### config.mk
export PLATFORM = sky130hd
export DESIGN_NAME = ssc_clock_mode
export DESIGN_NICKNAME = d
export VERILOG_FILES = /design/src/logic/ssc_pkg.sv /design/src/logic/ssc_sync2.sv /design/src/logic/ssc_edge_sel.sv /design/src/logic/ssc_clock_mode.sv
export SDC_FILE = /design/constraint.sdc
export NUM_CORES = 1
export LEC_CHECK = 0
export BUFFER_PORTS_ARGS = -buffer_cell sky130_fd_sc_hd__buf_2
export CORE_UTILIZATION = 44
export DETAILED_ROUTE_END_ITERATION = 12
export GPL_TIMING_DRIVEN = 0
export PLACE_DENSITY = 0.9
export SLEW_MARGIN = 40
export SYNTH_ARGS = -nofsm -noshare
export SYNTH_HDL_FRONTEND = slang
export SYNTH_HIERARCHICAL = 1
export SYNTH_SLANG_ARGS = --single-unit
### constraint.sdc
create_clock -name CLK_SYS_I -period 2 [get_ports CLK_SYS_I]
set_clock_uncertainty 0.2 [all_clocks]
set_input_delay 0.4 -clock CLK_SYS_I [delete_from_list [all_inputs] [get_ports CLK_SYS_I]]
set_output_delay 0.4 -clock CLK_SYS_I [all_outputs]
set_load 0.02 [all_outputs]
### src/logic/ssc_pkg.sv
// constants and types shared by the serial clock and mode configuration block
package ssc_pkg;

  // ---------------------------------------------------------------
  // register indices and byte addresses (byte address = 4 * index)
  // ---------------------------------------------------------------
  localparam logic [13:0] SSC_CLK0_IDX    = 14'h1fb5;
  localparam logic [13:0] SSC_CLK1_IDX    = 14'h1fb7;
  localparam logic [13:0] SSC_STAT_IDX    = 14'h1fb8;
  localparam int          SSC_ADDR_W      = 16;
  localparam logic [15:0] SSC_CLK0_ADDR   = {SSC_CLK0_IDX, 2'b00};
  localparam logic [15:0] SSC_CLK1_ADDR   = {SSC_CLK1_IDX, 2'b00};
  localparam logic [15:0] SSC_STAT_ADDR   = {SSC_STAT_IDX, 2'b00};

  // ---------------------------------------------------------------
  // field positions and reset values
  // ---------------------------------------------------------------
  localparam int          SSC_POL_BIT     = 0;
  localparam int          SSC_PHA_BIT     = 1;
  localparam int          SSC_PND_BIT     = 2;
  localparam int          SSC_IEN_BIT     = 3;
  localparam int          SSC_DUP_BIT     = 4;
  localparam int          SSC_CHS_BIT     = 5;
  localparam logic [7:0]  SSC_CLK0_MASK   = 8'h03;
  localparam logic [7:0]  SSC_CLK1_MASK   = 8'h3f;
  localparam logic [7:0]  SSC_CLK0_RST    = 8'h00;
  localparam logic [7:0]  SSC_CLK1_RST    = 8'h00;
  localparam int          SSC_ST_SC0_BIT  = 0;
  localparam int          SSC_ST_SC1_BIT  = 1;
  localparam int          SSC_ST_REQ_BIT  = 2;

  // ---------------------------------------------------------------
  // operating modes
  // ---------------------------------------------------------------
  typedef enum logic [1:0] {
    SSC_MODE_STD,
    SSC_MODE_DUPLEX,
    SSC_MODE_CHSEL
  } ssc_mode_e;

endpackage

### src/logic/ssc_sync2.sv
// two flip-flop synchroniser for one level from outside the clock domain
`timescale 1ns/1ns
module ssc_sync2
  import ssc_pkg::*;
#(
  parameter logic RST_VAL = 1'b0
) (
  input  wire logic clk_i,
  input  wire logic rst_n_i,
  input  wire logic ce_i,
  input  wire logic async_i,
  output logic      sync_o
);

  logic meta_ff;
  logic sync_ff;

  // the first stage feeds the second stage and nothing else
  always_ff @(posedge clk_i) begin
    if (!rst_n_i) begin
      meta_ff <= RST_VAL;
      sync_ff <= RST_VAL;
    end else if (ce_i) begin
      meta_ff <= async_i;
      sync_ff <= meta_ff;
    end
  end

  assign sync_o = sync_ff;

endmodule

### src/logic/ssc_edge_sel.sv
// picks shift and sample edges of one serial clock from its idle level and phase
`timescale 1ns/1ns
module ssc_edge_sel
  import ssc_pkg::*;
(
  input  wire logic clk_i,
  input  wire logic rst_n_i,
  input  wire logic ce_i,
  input  wire logic sclk_i,
  input  wire logic idle_high_i,
  input  wire logic late_phase_i,
  output logic      shift_o,
  output logic      sample_o
);

  logic prev_ff;
  logic shift_ff;
  logic sample_ff;
  logic rise;
  logic fall;
  logic leading;
  logic trailing;
  logic nxt_shift;
  logic nxt_sample;

  assign rise     = sclk_i & ~prev_ff;
  assign fall     = ~sclk_i & prev_ff;
  // leading edge leaves the idle level, trailing edge returns to it
  assign leading  = idle_high_i ? fall : rise;
  assign trailing = idle_high_i ? rise : fall;
  // early phase samples on leading and shifts on trailing; late phase swaps
  assign nxt_sample = late_phase_i ? trailing : leading;
  assign nxt_shift  = late_phase_i ? leading : trailing;

  always_ff @(posedge clk_i) begin
    if (!rst_n_i) begin
      prev_ff   <= 1'b0;
      shift_ff  <= 1'b0;
      sample_ff <= 1'b0;
    end else if (ce_i) begin
      prev_ff   <= sclk_i;
      shift_ff  <= nxt_shift;
      sample_ff <= nxt_sample;
    end
  end

  assign shift_o  = shift_ff;
  assign sample_o = sample_ff;

endmodule

### src/logic/ssc_clock_mode.sv
// serial clock shape and mode configuration with apb register access
//
// Summary of operation
// [RL1] standard mode clocks channel 0 alone from the first clock line, shaped by register 0.
// [RL2] duplex and channel-select modes clock both channels from the first clock line.
// [RL3] standard mode clocks channel 1 from the second line, shaped by register 1.
// [RL4] register 0 resets to zero and holds idle level in bit 0 and edge timing in bit 1.
// [RL5] idle level select 0 means the clock idles low, 1 means it idles high.
// [RL6] idle level and edge timing choose the edge on which transmit bits shift out.
// [RL7] idle level and edge timing choose the edge on which receive bits are sampled.
// [RL8] register 1 resets to zero and its bits 5 and 4 choose the operating mode.
// [RL9] register 1 holds an enable for the contention interrupt in channel-select master use.
// [RL10] software writes zeros to the unused upper bits of both registers.
// [RL11] an external channel request in channel-select master use sets the pending flag
// [RL12] edge timing picks leading or trailing edge, and handshake transfers ignore the shape.
//
// Our own choice: register access over APB.
`timescale 1ns/1ns
module ssc_clock_mode
  import ssc_pkg::*;
(
  input  wire logic        CLK_SYS_I,
  input  wire logic        RESET_N_I,
  input  wire logic        CE_I,
  // apb slave
  input  wire logic        PSEL_I,
  input  wire logic        PENABLE_I,
  input  wire logic        PWRITE_I,
  input  wire logic [15:0] PADDR_I,
  input  wire logic [31:0] PWDATA_I,
  output logic [31:0]      PRDATA_O,
  output logic             PREADY_O,
  output logic             PSLVERR_O,
  // serial clock lines and channel request pin, asynchronous
  input  wire logic        SHARED_SERIAL_CLOCK_LINE_I,
  input  wire logic        SECOND_SERIAL_CLOCK_LINE_I,
  input  wire logic        CHANNEL_REQUEST_PIN_N_I,
  // from the handshake control and shifter, same clock
  input  wire logic        CH0_HANDSHAKE_I,
  input  wire logic        CH1_HANDSHAKE_I,
  input  wire logic        CHSEL_MASTER_I,
  // to the shifter and the clock drivers
  output logic             CH0_IDLE_HIGH_O,
  output logic             CH1_IDLE_HIGH_O,
  output logic             CH0_SHIFT_O,
  output logic             CH0_SAMPLE_O,
  output logic             CH1_SHIFT_O,
  output logic             CH1_SAMPLE_O,
  output logic             CH1_ON_SHARED_O,
  output logic             DUPLEX_MODE_O,
  output logic             CHSEL_MODE_O,
  output logic             CONTENTION_PENDING_O,
  output logic             CH0_IRQ_SET_O
);

  // ---------------------------------------------------------------
  // registers
  // ---------------------------------------------------------------
  logic [7:0]  clk0_shape_ff;
  logic [7:0]  clk1_mode_ff;
  logic [31:0] prdata_ff;
  logic        pready_ff;
  logic        pslverr_ff;
  logic        ch0_idle_ff;
  logic        ch1_idle_ff;
  logic        ch1_shared_ff;
  logic        dup_mode_ff;
  logic        chs_mode_ff;
  logic        irq_set_ff;
  logic        req_prev_ff;

  logic [7:0]  nxt_clk0_shape;
  logic [7:0]  nxt_clk1_mode;
  logic [31:0] nxt_prdata;

  // ---------------------------------------------------------------
  // pin synchronisers
  // ---------------------------------------------------------------
  logic sc0_sync;
  logic sc1_sync;
  logic req_n_sync;

  ssc_sync2 #(.RST_VAL(1'b0)) u_sync_sc0 (
    .clk_i   (CLK_SYS_I),
    .rst_n_i (RESET_N_I),
    .ce_i    (CE_I),
    .async_i (SHARED_SERIAL_CLOCK_LINE_I),
    .sync_o  (sc0_sync)
  );

  ssc_sync2 #(.RST_VAL(1'b0)) u_sync_sc1 (
    .clk_i   (CLK_SYS_I),
    .rst_n_i (RESET_N_I),
    .ce_i    (CE_I),
    .async_i (SECOND_SERIAL_CLOCK_LINE_I),
    .sync_o  (sc1_sync)
  );

  // pin idles high, so the synchroniser starts high to avoid a false request
  ssc_sync2 #(.RST_VAL(1'b1)) u_sync_req (
    .clk_i   (CLK_SYS_I),
    .rst_n_i (RESET_N_I),
    .ce_i    (CE_I),
    .async_i (CHANNEL_REQUEST_PIN_N_I),
    .sync_o  (req_n_sync)
  );

  // ---------------------------------------------------------------
  // field decode
  // ---------------------------------------------------------------
  logic      pol0;
  logic      pha0;
  logic      pol1;
  logic      pha1;
  logic      contention_irq_enable;
  logic      contention_pending_flag;
  ssc_mode_e mode;

  assign pol0   = clk0_shape_ff[SSC_POL_BIT]; // RL4
  assign pha0   = clk0_shape_ff[SSC_PHA_BIT]; // RL4
  assign pol1   = clk1_mode_ff[SSC_POL_BIT];
  assign pha1   = clk1_mode_ff[SSC_PHA_BIT];
  assign contention_irq_enable = clk1_mode_ff[SSC_IEN_BIT]; // RL9
  assign contention_pending_flag = clk1_mode_ff[SSC_PND_BIT];

  // both mode codes with the high bit set run channel-select
  assign mode = clk1_mode_ff[SSC_CHS_BIT] ? SSC_MODE_CHSEL :
                clk1_mode_ff[SSC_DUP_BIT] ? SSC_MODE_DUPLEX :
                SSC_MODE_STD; // RL8

  // ---------------------------------------------------------------
  // clock routing and shape per channel
  // ---------------------------------------------------------------
  logic ch1_shared;
  logic ch1_sclk;
  logic ch1_pol;
  logic ch1_pha;
  logic ch0_idle_eff;
  logic ch0_pha_eff;
  logic ch1_idle_eff;
  logic ch1_pha_eff;

  logic nxt_ch1_shared;
  logic nxt_dup_mode;
  logic nxt_chs_mode;

  always_comb begin
    nxt_ch1_shared = 1'b0;
    nxt_dup_mode   = 1'b0;
    nxt_chs_mode   = 1'b0;
    case (mode)
      SSC_MODE_STD: begin
        nxt_ch1_shared = 1'b0; // RL1 RL3
      end
      SSC_MODE_DUPLEX: begin
        nxt_ch1_shared = 1'b1; // RL2
        nxt_dup_mode   = 1'b1;
      end
      SSC_MODE_CHSEL: begin
        nxt_ch1_shared = 1'b1; // RL2
        nxt_chs_mode   = 1'b1;
      end
      default: begin
        nxt_ch1_shared = 1'b0;
      end
    endcase
  end

  assign ch1_shared = nxt_ch1_shared;
  // channel 1 follows the first line and register 0 outside standard mode
  assign ch1_sclk = ch1_shared ? sc0_sync : sc1_sync; // RL2 RL3
  assign ch1_pol  = ch1_shared ? pol0 : pol1; // RL3
  assign ch1_pha  = ch1_shared ? pha0 : pha1; // RL3

  // handshake transfers run a fixed idle-low, early-phase shape
  assign ch0_idle_eff = CH0_HANDSHAKE_I ? 1'b0 : pol0; // RL5 RL12
  assign ch0_pha_eff  = CH0_HANDSHAKE_I ? 1'b0 : pha0; // RL12
  assign ch1_idle_eff = CH1_HANDSHAKE_I ? 1'b0 : ch1_pol; // RL5 RL12
  assign ch1_pha_eff  = CH1_HANDSHAKE_I ? 1'b0 : ch1_pha; // RL12

  // channel 0 always uses the first line, and register 0 outside handshake transfers
  ssc_edge_sel u_edge_ch0 (
    .clk_i        (CLK_SYS_I),
    .rst_n_i      (RESET_N_I),
    .ce_i         (CE_I),
    .sclk_i       (sc0_sync),
    .idle_high_i  (ch0_idle_eff),
    .late_phase_i (ch0_pha_eff),
    .shift_o      (CH0_SHIFT_O),
    .sample_o     (CH0_SAMPLE_O)
  ); // RL1 RL6 RL7

  ssc_edge_sel u_edge_ch1 (
    .clk_i        (CLK_SYS_I),
    .rst_n_i      (RESET_N_I),
    .ce_i         (CE_I),
    .sclk_i       (ch1_sclk),
    .idle_high_i  (ch1_idle_eff),
    .late_phase_i (ch1_pha_eff),
    .shift_o      (CH1_SHIFT_O),
    .sample_o     (CH1_SAMPLE_O)
  ); // RL6 RL7

  // ---------------------------------------------------------------
  // master contention detection
  // ---------------------------------------------------------------
  logic req_assert;
  logic cont_set;

  // request pin is active low: assertion is a high-to-low change
  assign req_assert = req_prev_ff & ~req_n_sync;
  assign cont_set   = req_assert & chs_mode_ff & CHSEL_MASTER_I; // RL11

  // ---------------------------------------------------------------
  // apb decode
  // ---------------------------------------------------------------
  logic setup;
  logic access;
  logic hit_clk0;
  logic hit_clk1;
  logic hit_stat;
  logic hit_any;
  logic wr_clk0;
  logic wr_clk1;
  logic [7:0] wbyte;
  logic [7:0] stat_val;

  assign setup    = PSEL_I & ~PENABLE_I;
  // writes land on the edge where pready is seen high
  assign access   = PSEL_I & PENABLE_I & pready_ff;
  assign hit_clk0 = (PADDR_I == SSC_CLK0_ADDR);
  assign hit_clk1 = (PADDR_I == SSC_CLK1_ADDR);
  assign hit_stat = (PADDR_I == SSC_STAT_ADDR);
  assign hit_any  = hit_clk0 | hit_clk1 | hit_stat;
  assign wr_clk0  = access & PWRITE_I & hit_clk0;
  assign wr_clk1  = access & PWRITE_I & hit_clk1;
  assign wbyte    = PWDATA_I[7:0];

  assign stat_val = {5'h00, ~req_n_sync, sc1_sync, sc0_sync};

  // upper bits are not stored, so stray ones written there read back zero
  assign nxt_clk0_shape = wr_clk0 ? (wbyte & SSC_CLK0_MASK) : clk0_shape_ff; // RL4 RL10

  // pending flag: write 0 clears, write 1 keeps; a new contention wins over a clear
  logic nxt_pnd;
  assign nxt_pnd = cont_set | (contention_pending_flag & ~(wr_clk1 & ~wbyte[SSC_PND_BIT])); // RL11

  logic [7:0] clk1_wr_val;
  assign clk1_wr_val   = wbyte & SSC_CLK1_MASK; // RL10
  assign nxt_clk1_mode = wr_clk1 ?
                         {clk1_wr_val[7:3], nxt_pnd, clk1_wr_val[1:0]} :
                         {clk1_mode_ff[7:3], nxt_pnd, clk1_mode_ff[1:0]}; // RL8 RL9

  assign nxt_prdata = hit_clk0 ? {24'h000000, clk0_shape_ff} :
                      hit_clk1 ? {24'h000000, clk1_mode_ff} :
                      hit_stat ? {24'h000000, stat_val} :
                      32'h00000000;

  // ---------------------------------------------------------------
  // sequential state
  // ---------------------------------------------------------------
  always_ff @(posedge CLK_SYS_I) begin
    if (!RESET_N_I) begin
      clk0_shape_ff <= SSC_CLK0_RST; // RL4
      clk1_mode_ff  <= SSC_CLK1_RST; // RL8
    end else if (CE_I) begin
      clk0_shape_ff <= nxt_clk0_shape;
      clk1_mode_ff  <= nxt_clk1_mode;
    end
  end

  // ---------------------------------------------------------------
  // apb response
  // ---------------------------------------------------------------
  // one wait-free access cycle: pready rises on the edge that ends setup
  always_ff @(posedge CLK_SYS_I) begin
    if (!RESET_N_I) begin
      pready_ff  <= 1'b0;
      pslverr_ff <= 1'b0;
      prdata_ff  <= 32'h00000000;
    end else if (CE_I) begin
      pready_ff  <= setup;
      pslverr_ff <= setup & ~hit_any;
      if (setup) begin
        prdata_ff <= nxt_prdata;
      end
    end
  end

  // ---------------------------------------------------------------
  // channel shape and mode state
  // ---------------------------------------------------------------
  always_ff @(posedge CLK_SYS_I) begin
    if (!RESET_N_I) begin
      ch0_idle_ff <= 1'b0;
      ch1_idle_ff <= 1'b0;
    end else if (CE_I) begin
      ch0_idle_ff <= ch0_idle_eff; // RL5
      ch1_idle_ff <= ch1_idle_eff; // RL5
    end
  end

  // mode levels lag the register by one cycle, so contention gating
  // follows a mode write one cycle late
  always_ff @(posedge CLK_SYS_I) begin
    if (!RESET_N_I) begin
      ch1_shared_ff <= 1'b0;
      dup_mode_ff   <= 1'b0;
      chs_mode_ff   <= 1'b0;
    end else if (CE_I) begin
      ch1_shared_ff <= ch1_shared;
      dup_mode_ff   <= nxt_dup_mode;
      chs_mode_ff   <= nxt_chs_mode;
    end
  end

  // ---------------------------------------------------------------
  // contention state
  // ---------------------------------------------------------------
  // request history starts released, so leaving reset cannot fake an assertion
  always_ff @(posedge CLK_SYS_I) begin
    if (!RESET_N_I) begin
      irq_set_ff  <= 1'b0;
      req_prev_ff <= 1'b1;
    end else if (CE_I) begin
      irq_set_ff  <= cont_set & contention_irq_enable; // RL11
      req_prev_ff <= req_n_sync;
    end
  end

  // ---------------------------------------------------------------
  // outputs
  // ---------------------------------------------------------------
  assign PRDATA_O             = prdata_ff;
  assign PREADY_O             = pready_ff;
  assign PSLVERR_O            = pslverr_ff;
  assign CH0_IDLE_HIGH_O      = ch0_idle_ff;
  assign CH1_IDLE_HIGH_O      = ch1_idle_ff;
  assign CH1_ON_SHARED_O      = ch1_shared_ff;
  assign DUPLEX_MODE_O        = dup_mode_ff;
  assign CHSEL_MODE_O         = chs_mode_ff;
  assign CONTENTION_PENDING_O = clk1_mode_ff[SSC_PND_BIT];
  assign CH0_IRQ_SET_O        = irq_set_ff;

endmodule

Yosys cells after proc, flatten, opt, wreduce, memory -nomap -nowiden
Index checks and enable logic that the tools add are counted.
{"block": "totals", "reg_bits": 61, "input_bits": 60, "elab_cells": 86}
{"block": "op_classes", "n_eq_ne": 5, "muxes": 23, "bitwise_logic": 29, "n_reduce_logical": 4}
{"operator": "16-bit by 15-bit == test with 1-bit output (second input constant)", "n": 3}
{"operator": "1-bit two-way mux", "n": 19}
{"operator": "1-bit bitwise AND", "n": 17}
{"operator": "6-bit two-way mux", "n": 2}
{"operator": "1-bit NOT", "n": 9}
{"operator": "2-bit AND reduction", "n": 3}
{"operator": "3-bit two-way mux", "n": 1}
{"operator": "1-bit OR", "n": 3}
{"operator": "2-bit by 1-bit == test with 1-bit output (second input constant)", "n": 1}
{"operator": "2-bit == test (second input constant)", "n": 1}
{"operator": "2-bit two-way mux", "n": 1}
{"operator": "2-bit OR reduction", "n": 1}

Longest topological paths before layout
Gate-level depths: netlist of run 1.
{"block": "depth", "word_depth": 10, "ltp_mapped": 6, "ltp_nobuf": 6}

Cells and area by module
Netlist of run 1, hierarchy kept.
{"mod": "ssc_clock_mode", "n_inst": 1, "cells_each": 158, "area_each_um2": 1403.8, "seq_area_each_um2": 460.4}
{"mod": "ssc_edge_sel", "n_inst": 2, "cells_each": 15, "area_each_um2": 147.6, "seq_area_each_um2": 60.1}
{"mod": "ssc_sync2 at u_sync_sc0 ...", "n_inst": 2, "cells_each": 6, "area_each_um2": 72.6, "seq_area_each_um2": 40.0}
{"mod": "ssc_sync2 at u_sync_req", "n_inst": 1, "cells_each": 6, "area_each_um2": 67.6, "seq_area_each_um2": 40.0}

Worst setup path before layout of run 1
No wires, ideal clock.
{"block": "synth_timing", "path_type": "input to register", "from": "input port PADDR_I[0]", "to": "register clk1_mode_ff[2]", "setup_time_ns": 0.132, "arrival_ns": 1.484, "setup_slack_ns": 0.184, "path_stages": 4, "path_cell_list": "nand4bb_4 -> or4_4 -> o31ai_2 -> a21oi_1"}
{"block": "synth_via", "elab_chain_len": 6}
{"item": "start: declaration", "line_no": "ssc_clock_mode.sv:29", "source": "input wire logic [15:0] PADDR_I,"}
{"item": "16-bit by 15-bit == test with 1-bit output", "line_no": "ssc_clock_mode.sv:232", "source": "assign hit_clk1 = (PADDR_I == SSC_CLK1_ADDR);"}
{"item": "1-bit bitwise AND", "line_no": "ssc_clock_mode.sv:236", "source": "assign wr_clk1 = access & PWRITE_I & hit_clk1;"}
{"item": "1-bit bitwise AND", "line_no": "ssc_clock_mode.sv:246", "source": "assign nxt_pnd = cont_set | (contention_pending_flag & ~(wr_clk1 & ~wbyte[SSC_PND_BIT]));"}
{"item": "1-bit NOT", "line_no": "ssc_clock_mode.sv:246"}
{"item": "1-bit bitwise AND", "line_no": "ssc_clock_mode.sv:246"}
{"item": "1-bit OR", "line_no": "ssc_clock_mode.sv:246"}
{"item": "end signal: assignment", "line_no": "ssc_clock_mode.sv:268", "source": "clk1_mode_ff <= nxt_clk1_mode;"}
{"item": "end: declaration", "line_no": "ssc_clock_mode.sv:60", "source": "logic [7:0] clk1_mode_ff;"}
No other way between the ends.
A chain may end at the register's enable or synchronous reset.

Worst setup path after layout of run 1
{"block": "layout_timing", "from": "register clk1_mode_ff[4]", "to": "register u_edge_ch1.shift_ff (netlist: u_edge_ch1/shift_o)"}
{"item": "1-bit two-way mux (*)", "line_no": "ssc_clock_mode.sv:128", "source": "clk1_mode_ff[SSC_DUP_BIT] ? SSC_MODE_DUPLEX :"}
{"item": "2-bit two-way mux (*)", "line_no": "ssc_clock_mode.sv:127", "source": "assign mode = clk1_mode_ff[SSC_CHS_BIT] ? SSC_MODE_CHSEL :"}
{"item": "2-bit == test or 2-bit by 1-bit == test with 1-bit output (tied branches)", "line_no": "ssc_clock_mode.sv:151", "source": "case (mode)"}
{"item": "2-bit OR reduction (no source line) (*)"}
{"item": "1-bit two-way mux (*)", "line_no": "ssc_clock_mode.sv:151"}
{"item": "1-bit two-way mux (*)", "line_no": "ssc_clock_mode.sv:172", "source": "assign ch1_pol = ch1_shared ? pol0 : pol1;"}
{"item": "1-bit two-way mux (*)", "line_no": "ssc_clock_mode.sv:178", "source": "assign ch1_idle_eff = CH1_HANDSHAKE_I ? 1'b0 : ch1_pol;"}
{"item": "via ch1_idle_eff", "line_no": "ssc_clock_mode.sv:140", "source": "logic ch1_idle_eff;"}
{"item": "1-bit two-way mux, on equally long branches", "line_no": "ssc_edge_sel.sv:30, ssc_edge_sel.sv:29"}
{"item": "1-bit two-way mux (*)", "line_no": "ssc_edge_sel.sv:33", "source": "assign nxt_shift = late_phase_i ? leading : trailing;"}
{"item": "end signal: assignment", "line_no": "ssc_edge_sel.sv:42", "source": "shift_ff <= nxt_shift;"}
{"item": "end: declaration", "line_no": "ssc_edge_sel.sv:17", "source": "logic shift_ff;"}
The timed path passes the listed nets; every way through them passes the cells marked *.

==> flow_summary.rst, run 1 <==
.. list-table::
   :header-rows: 1

   * - Metric
     - Value
   * - Cell type with the highest aggregate area in the netlist
     - dfxtp_1
   * - Most heavily used metal layer in global routing
     - met2
   * - Post-detailed-placement cell area
     - 2330 um2
   * - Run status
     - finished, final reports clean
   * - Count of fill cells added during filler insertion
     - about 370
   * - Layout cells sized above 1
     - 0.364
   * - Port Buffer Count
     - 52
   * - GRT met2 Usage
     - 0.343
   * - Worst path cell trace
     - or3b_2 -> a21oi_4 -> xor2_2 -> mux2i_1 -> a21oi_1
   * - Global-route wire length before repair
     - between 6 and 7 mm
   * - Register-to-register setup slack
     - roughly 0.11 ns
   * - Initial Utilization
     - 0.468
   * - Delay-heaviest family, CP
     - simple AND/OR/NAND/NOR gates
   * - Global route total overflow
     - 0
   * - Transition time at the pin with the least slew margin
     - between 0.5 and 0.6 ns
   * - Vias in the first global route
     - approximately 1,500
   * - Post-synthesis cell area
     - about 1900 um2
   * - Total power density per cell area
     - 593 nW/um2
   * - Number of antenna violations at the first check in global routing
     - 0
   * - Most frequently used flop master after synthesis
     - dfxtp_1
   * - Routed WL
     - between 4 and 5 mm
   * - Cell row count
     - 23
   * - Arrival @ worst endpoint
     - between 1.5 and 2 ns
   * - Top Ports
     - 105
   * - Commonest cells in the synthesized netlist
     - dfxtp_1, buf_4, a21oi_1
   * - Minimum period implied by the final worst setup slack
     - 1.89 ns
   * - Maximum number of pins on one net before global-route repair
     - 21
   * - Die span in x
     - 67.9 um
   * - DRT Pass-1 Iters
     - 4
   * - Clock tree from TritonCTS
     - built
   * - Die height
     - roughly 68 um
   * - Design area
     - about 2400 um2
   * - Avg WL per Cell
     - 12.5 um
   * - Number of warning messages in the yosys log
     - 6
   * - Type of the worst min-delay path
     - input pin to flip-flop
   * - Net count, final
     - 350
   * - Number of buffers added for setup after CTS
     - 0
   * - Count of placed standard cells in the final layout, fillers left out
     - around 340
   * - Slowest cell on crit path
     - or3b_2
   * - Worst-case headroom to the max-slew limit
     - 0.638
   * - Highest achievable clock rate
     - around 0.53 GHz
   * - Max-Cap Viols
     - 0
   * - Fin crit share
     - 0.943
   * - Final Total Pwr
     - about 1400 uW
   * - Most frequent cell after synthesis
     - dfxtp_1
   * - Instance count of the mapped netlist
     - between 200 and 250
   * - Number of storage elements in the synthesis netlist
     - 35
   * - Sequential share of the synthesized area
     - 0.366
   * - Static leakage
     - between 0.001 and 0.0015 uW
   * - Worst EP required
     - roughly 2.0 ns
   * - Total vias in the final route
     - between 1,500 and 2,000
   * - Maximum fanout along the worst path
     - 7
   * - Diodes inserted
     - 0
   * - Worst slack on hold paths
     - between 0.1 and 0.15 ns
   * - Layout Area Growth over Synthesis
     - 26.8%
   * - Die Area
     - 4610 um2
   * - Peak per-stage delay on the critical path
     - approximately 0.51 ns
   * - Core Footprint
     - approximately 4000 um2
   * - Worst Path Class, Setup
     - flip-flop to flip-flop
   * - H-tree depth
     - 2
   * - Num CTS Buffers
     - 5
   * - Overall global routing resource usage
     - 0.202
   * - Final Hold Viols
     - 0
   * - Placer congestion estimate
     - between 0.8 and 0.9
   * - Post-DRT Antenna Nets
     - 0
   * - Total setup violations reported at the end of the flow
     - 0
   * - Worst vdd rail ir drop
     - approximately 0.23 mV
   * - Cell types occupying the most area after synthesis
     - dfxtp_1, buf_4, mux2i_1, a21oi_1, nor2b_1
   * - Fraction of post-synthesis cell area in the top cell type by area
     - 0.366
   * - Number of synthesized flops with an enable pin
     - 0
   * - Async set-or-reset flop fraction in the synthesized netlist
     - 0
   * - Cell count after placement
     - between 300 and 400
   * - HPWL Detailed
     - 3.30 mm
   * - Avg Synthesized Cell Area
     - between 9 and 10 um2
   * - M3 GR Usage
     - 0.0717
   * - Ratio of routed vias to standard cells
     - between 5 and 6
   * - Kind of start point of the critical path
     - flip-flop
   * - CTS root buffer
     - clkbuf_8
   * - Worst path buffer plus inverter count
     - 0
   * - Post-CTS clock slew at the launch and capture registers of the worst setup and hold paths
     - 0.07 ns
   * - DRC marker count from the first detailed-route iteration
     - between 100 and 150
   * - Quantity of hold-fixing buffers added after cts
     - 0
   * - Crit path capture type
     - flip-flop
   * - Global-route track usage on met1
     - 0.226
   * - Clock latency on the worst-skew pair
     - between 0.2 and 0.3 ns
   * - Count of distinct cell types in the synthesized netlist
     - 46
   * - Maximum clock path buffer count
     - 2
   * - Num Clock Sinks
     - 35
   * - Final count of pins violating max slew
     - 0
   * - Residual DRC count
     - 0
## stage by stage
stage,setup TNS [ns],setup WS [ns],util
2_1_floorplan,0,0.184,-
3_3_place_gp,-0.108,-0.0430,0.570
3_5_place_dp,-0.201,-0.0926,0.570
4_1_cts,0,0.0289,0.590
5_1_grt,-0.00252,-0.00252,0.593
6_report,0,0.114,0.593
## layout make-up
type	count	area, um2	share of cell area
multi-input combinational	163	1090	0.451
sequential	35	701	0.289
timing repair buffer	52	260	0.107
buffer	30	211	0.0872
clock buffer	5	68.8	0.0284
tap	50	62.6	0.0258
clock inverter	3	15.0	0.00620
inverter	3	11.3	0.00465
## timing repair
item | 4_1_cts | 5_1_grt
endpoints found under the hold margin | 0 | 0
endpoints found under the setup margin | 0 | 2
gates resized for setup | 0 | 2
## logic make-up (layout without fill, tap and decap cells)
group	count (synthesis)	after routing	share of synthesized area
buffers and inverters	33	93	0.116
and+or+nand+nor	76	76	0.282
other	1	26	0.00196
DFF	35	35	0.366
muxes	14	14	0.0739
AOI/OAI and AO/OA	45	45	0.142
xor gates and xnor gates	2	2	0.0170
## layer usage
layer / up-vias / wire, um
met5: - / 0
met4: 0 / 78
met3: 9 / 311
met2: 63 / 2130
met1: 794 / 1730
li1: 857 / -
## where the power goes
group | switching [uW] | total [uW] | internal, uW
registers | 8.82 | 721 | 712
clock network | 252 | 490 | 238
logic | 129 | 226 | 96.9
total | 390 | 1440 | 1050
## worst paths after layout
| kind | startpoint | endpoint | cells after the start |
|---|---|---|---|
| setup / recovery | clk1_mode_ff[4]$_SDFFE_PN0P_ | u_edge_ch1/shift_o$_SDFFE_PN0P_ | 5 |
| hold / removal | CHANNEL_REQUEST_PIN_N_I | u_sync_req/meta_ff$_SDFFE_PN1P_ | 3 |
| setup reg to reg | clk1_mode_ff[4]$_SDFFE_PN0P_ | u_edge_ch1/shift_o$_SDFFE_PN0P_ | 5 |
| hold reg to reg | PRDATA_O[3]$_SDFFE_PN0P_ | PRDATA_O[3]$_SDFFE_PN0P_ | 2 |
## placed cells by master, fill, tap and decap left out, types with 3 or more instances in the layout
cell / count
nand2_1: 12
clkbuf_8: 5
clkinv_2: 3
a211oi_1: 3
buf_2: 53
a21oi_1: 16
o21ai_1: 4
nand4_1: 3
nand3_1: 12
dfxtp_1: 35
conb_1: 26
nor2b_1: 11
o21ai_0: 12
nor2_1: 10
mux2i_1: 13
clkbuf_1: 3
a31oi_1: 3
buf_4: 26
## worst register-to-register path: stages (launching register included)
cell and delay (ns):
dfxtp_1 0.37, or3b_2 0.51, a21oi_4 0.18, xor2_2 0.20, mux2i_1 0.22, a21oi_1 0.08
No activity file was read; power rests on OpenSTA's default activity.
==> run 2, diff against run 1 <==
PLACE_DENSITY = 0.91   (was 0.9)
SYNTH_HIERARCHICAL = unset   (was 1)
TNS_END_PERCENT = 10   (was unset)
==> run 2 against run 1 <==
  * Die area fell by 4.5%
  * Design area fell by 2.2%
  * Global-route usage fell by 0.54 points
  * Synthesized cell count fell by 1.5%
  * Wire length fell by 2.6%
  * Area after synthesis fell by 4.6%
  * Setup slack improved by 0.037 ns
  * Non-clock buffer count rose by 4
  * Sequential share of layout area rose by 0.64 points
  * Critical path depth rose by 1
  * Largest cell class unchanged
==> flow_summary.rst, run 2 <==
.. list-table::
   :header-rows: 1

   * - Metric
     - Value
   * - Run status
     - finished, final reports clean
   * - Post-synthesis cell area
     - roughly 1800 um2
   * - Worst Path Class, Setup
     - input pin to flip-flop
   * - Cell row count
     - 23
   * - Most frequent cell after synthesis
     - dfxtp_1
   * - Top Ports
     - around 110
   * - Diodes inserted
     - 0
   * - Peak per-stage delay on the critical path
     - ~0.54 ns
   * - Maximum number of pins on one net before global-route repair
     - 13
   * - Core Footprint
     - roughly 4000 um2
   * - Crit path capture type
     - flip-flop
   * - CTS root buffer
     - clkbuf_8
   * - Maximum clock path buffer count
     - 2
   * - Die Area
     - ~4400 um2
   * - DRT Pass-1 Iters
     - 4
   * - Cell type with the highest aggregate area in the netlist
     - dfxtp_1
   * - Highest achievable clock rate
     - ~0.54 GHz
   * - Maximum fanout along the worst path
     - 6
   * - Overall global routing resource usage
     - 0.197
   * - Worst path cell trace
     - buf_2 -> and3b_1 -> clkbuf_1 -> nand2_1 -> nor4_1 -> mux2i_1
   * - Fraction of post-synthesis cell area in the top cell type by area
     - 0.384
   * - HPWL Detailed
     - ~3.2 mm
   * - Final count of pins violating max slew
     - 0
   * - Final Total Pwr
     - ~1700 uW
   * - Max-Cap Viols
     - 0
   * - Leading cell types in the layout, fill and taps excluded
     - buf_2, dfxtp_1, buf_4, conb_1, nand2_1
   * - Worst-case headroom to the max-slew limit
     - 0.537
   * - Fin crit share
     - 0.924
   * - Placer congestion estimate
     - roughly 0.9
   * - Synth Area in Simple Gates
     - 0.226
   * - Number of storage elements in the synthesis netlist
     - 35
   * - Final Hold Viols
     - 0
   * - Routed WL
     - about 4.1 mm
   * - Port Buffer Count
     - between 50 and 60
   * - Quantity of hold-fixing buffers added after cts
     - 0
   * - Area used by multi-input combinational logic
     - 973 um2
   * - Kind of start point of the critical path
     - input pin
   * - Residual DRC count
     - 0
   * - Avg WL per Cell
     - 12.3 um
   * - Xor and xnor fraction of the mapped netlist area
     - 0.00961
   * - Multiplexer area fraction after synthesis
     - 0.110
   * - Type of the worst min-delay path
     - input pin to flip-flop
   * - Vias in the first global route
     - around 1,500
   * - Sequential share of the synthesized area
     - 0.384
   * - Number of buffers added for setup after CTS
     - 0
   * - Initial Utilization
     - 0.456
   * - Worst min-delay path startpoint
     - CHANNEL_REQUEST_PIN_N_I
   * - Post-DRT Antenna Nets
     - 0
   * - CTS-repair resized insts
     - 0
   * - Most frequent standard cell in the layout excluding fill and tap cells
     - buf_2
   * - Most frequently used flop master after synthesis
     - dfxtp_1
   * - DRC marker count from the first detailed-route iteration
     - roughly 110
   * - Flip-flop and latch area
     - ~700 um2
   * - Async set-or-reset flop fraction in the synthesized netlist
     - 0
   * - Number of warning messages in the yosys log
     - 0
   * - Number of synthesized flops with an enable pin
     - 0
   * - Adder-cell share of the synthesized area
     - 0
   * - R2r startpoint
     - clk1_mode_ff[5]$_SDFFE_PN0P_
   * - Commonest cells in the synthesized netlist
     - dfxtp_1, buf_4, nand2_1
   * - Launch point of the critical path
     - PADDR_I[5]
   * - Global-route wire length before repair
     - approximately 6.4 mm
   * - Slowest cell on crit path
     - nor4_1
   * - Total power density per cell area
     - slightly above 700 nW/um2
   * - Avg Synthesized Cell Area
     - approximately 9.0 um2
   * - Complex-gate fraction of the synthesized area
     - 0.135
   * - Count of fill cells added during filler insertion
     - 373
   * - Num Clock Sinks
     - 35
   * - Arrival @ worst endpoint
     - roughly 1.9 ns
   * - Setup total negative slack
     - 0 ns
   * - Minimum period implied by the final worst setup slack
     - ~1.8 ns
   * - Total vias in the final route
     - approximately 1,700
   * - Layout cells sized above 1
     - 0.324
   * - Global route total overflow
     - 0
   * - Worst EP required
     - about 2 ns
   * - Layout Area Growth over Synthesis
     - 30.1%
   * - Die span in x
     - around 66 um
   * - Clock tree from TritonCTS
     - built
   * - Post-CTS clock slew at the launch and capture registers of the worst setup and hold paths
     - roughly 0.070 ns
   * - Worst vdd rail ir drop
     - between 0.2 and 0.3 mV
   * - Clock latency on the worst-skew pair
     - slightly below 0.3 ns
   * - Instance count of the mapped netlist
     - 203
   * - Static leakage
     - approximately 0.0011 uW
   * - Die height
     - 66.4 um
   * - Transition time at the pin with the least slew margin
     - 0.688 ns
   * - Setup repair after global routing missed its margin
     - no
   * - Count of distinct cell types in the synthesized netlist
     - 43
   * - Total setup violations reported at the end of the flow
     - 0
   * - Cell types occupying the most area after synthesis
     - dfxtp_1, mux2i_1, buf_4, nand2_1, nor2b_1
   * - Net count, final
     - around 350
   * - Number of antenna violations at the first check in global routing
     - 0
   * - H-tree depth
     - 2
   * - Ratio of routed vias to standard cells
     - 4.96
   * - Num CTS Buffers
     - 5
   * - Worst slack on hold paths
     - between 0.1 and 0.15 ns
   * - Largest family of logic cells by synthesized area
     - simple AND/OR/NAND/NOR gates
   * - Final Util
     - 0.593
[run 2: cell count changes in the layout (fill, tap and decap cells not counted), sizes merged, moves of 4 or more]
cell	before	now
a211oi	4	0
a21oi	17	6
clkbuf	8	12
clkinv	4	0
mux2i	13	20
nand2	12	26
nand3	12	6
nor2	10	4
o21ai	16	7
[run 2: worst paths after layout]
path,depth (start not counted),slack (ns),to
setup / recovery,6,0.15,clk0_shape_ff[0]$_SDFFE_PN0P_
hold / removal,3,0.13,u_sync_req.meta_ff$_SDFFE_PN1P_
setup reg to reg,4,0.22,u_edge_ch1.shift_o$_SDFFE_PN0P_
hold reg to reg,2,0.25,PRDATA_O[0]$_SDFFE_PN0P_
[run 2: stage by stage]
stage | instances | setup WS [ns] | cell area [um2]
detailed placement | 329 | -0.0878 | 2230
finish | 337 | 0.151 | 2370
global placement | 329 | -0.0355 | 2230
CTS | 337 | 0.218 | 2370
floorplan | 228 | 0.149 | 1920
global route | 337 | 0.126 | 2370
[run 2: area by class of cell]
type | instances | area share
tap | 50 | 0.0264
sequential | 35 | 0.296
buffer | 35 | 0.0976
clock inverter | 3 | 0.0285
inverter | 3 | 0.00475
clock buffer | 5 | 0.0290
multi-input combinational | 155 | 0.411
timing repair buffer | 51 | 0.108
[run 2: critical path, delay by kind of cell]
| kind | cells | cell delay [ns] |
|---|---|---|
| mux | 1 | 0.25 |
| buf+inv | 2 | 0.34 |
| simple gates | 3 | 0.88 |
[run 2: power breakdown]
part	total [uW]	internal, uW	switching (uW)
sequential	721	711	9.98
combinational	219	95.6	123
clock	767	497	270
[run 2: routing by layer]
metal,GRT usage,vias to the layer above,share of wire
met3,0.0517,7,0.077
met1,0.215,767,0.40
met2,0.347,73,0.51
met5,0,-,0
met4,0.0984,0,0.013
li1,-,824,-
[run 2: logic make-up (layout without fill, tap and decap cells)]
| kind of cell | after synthesis | count (layout) |
|---|---|---|
| flip-flops | 35 | 35 |
| AND/OR/NAND/NOR | 71 | 71 |
| XOR/XNOR | 2 | 2 |
| multiplexers | 20 | 20 |
| buffers and inverters | 38 | 97 |
| AO/OA/AOI/OAI | 36 | 36 |
| other | 1 | 26 |
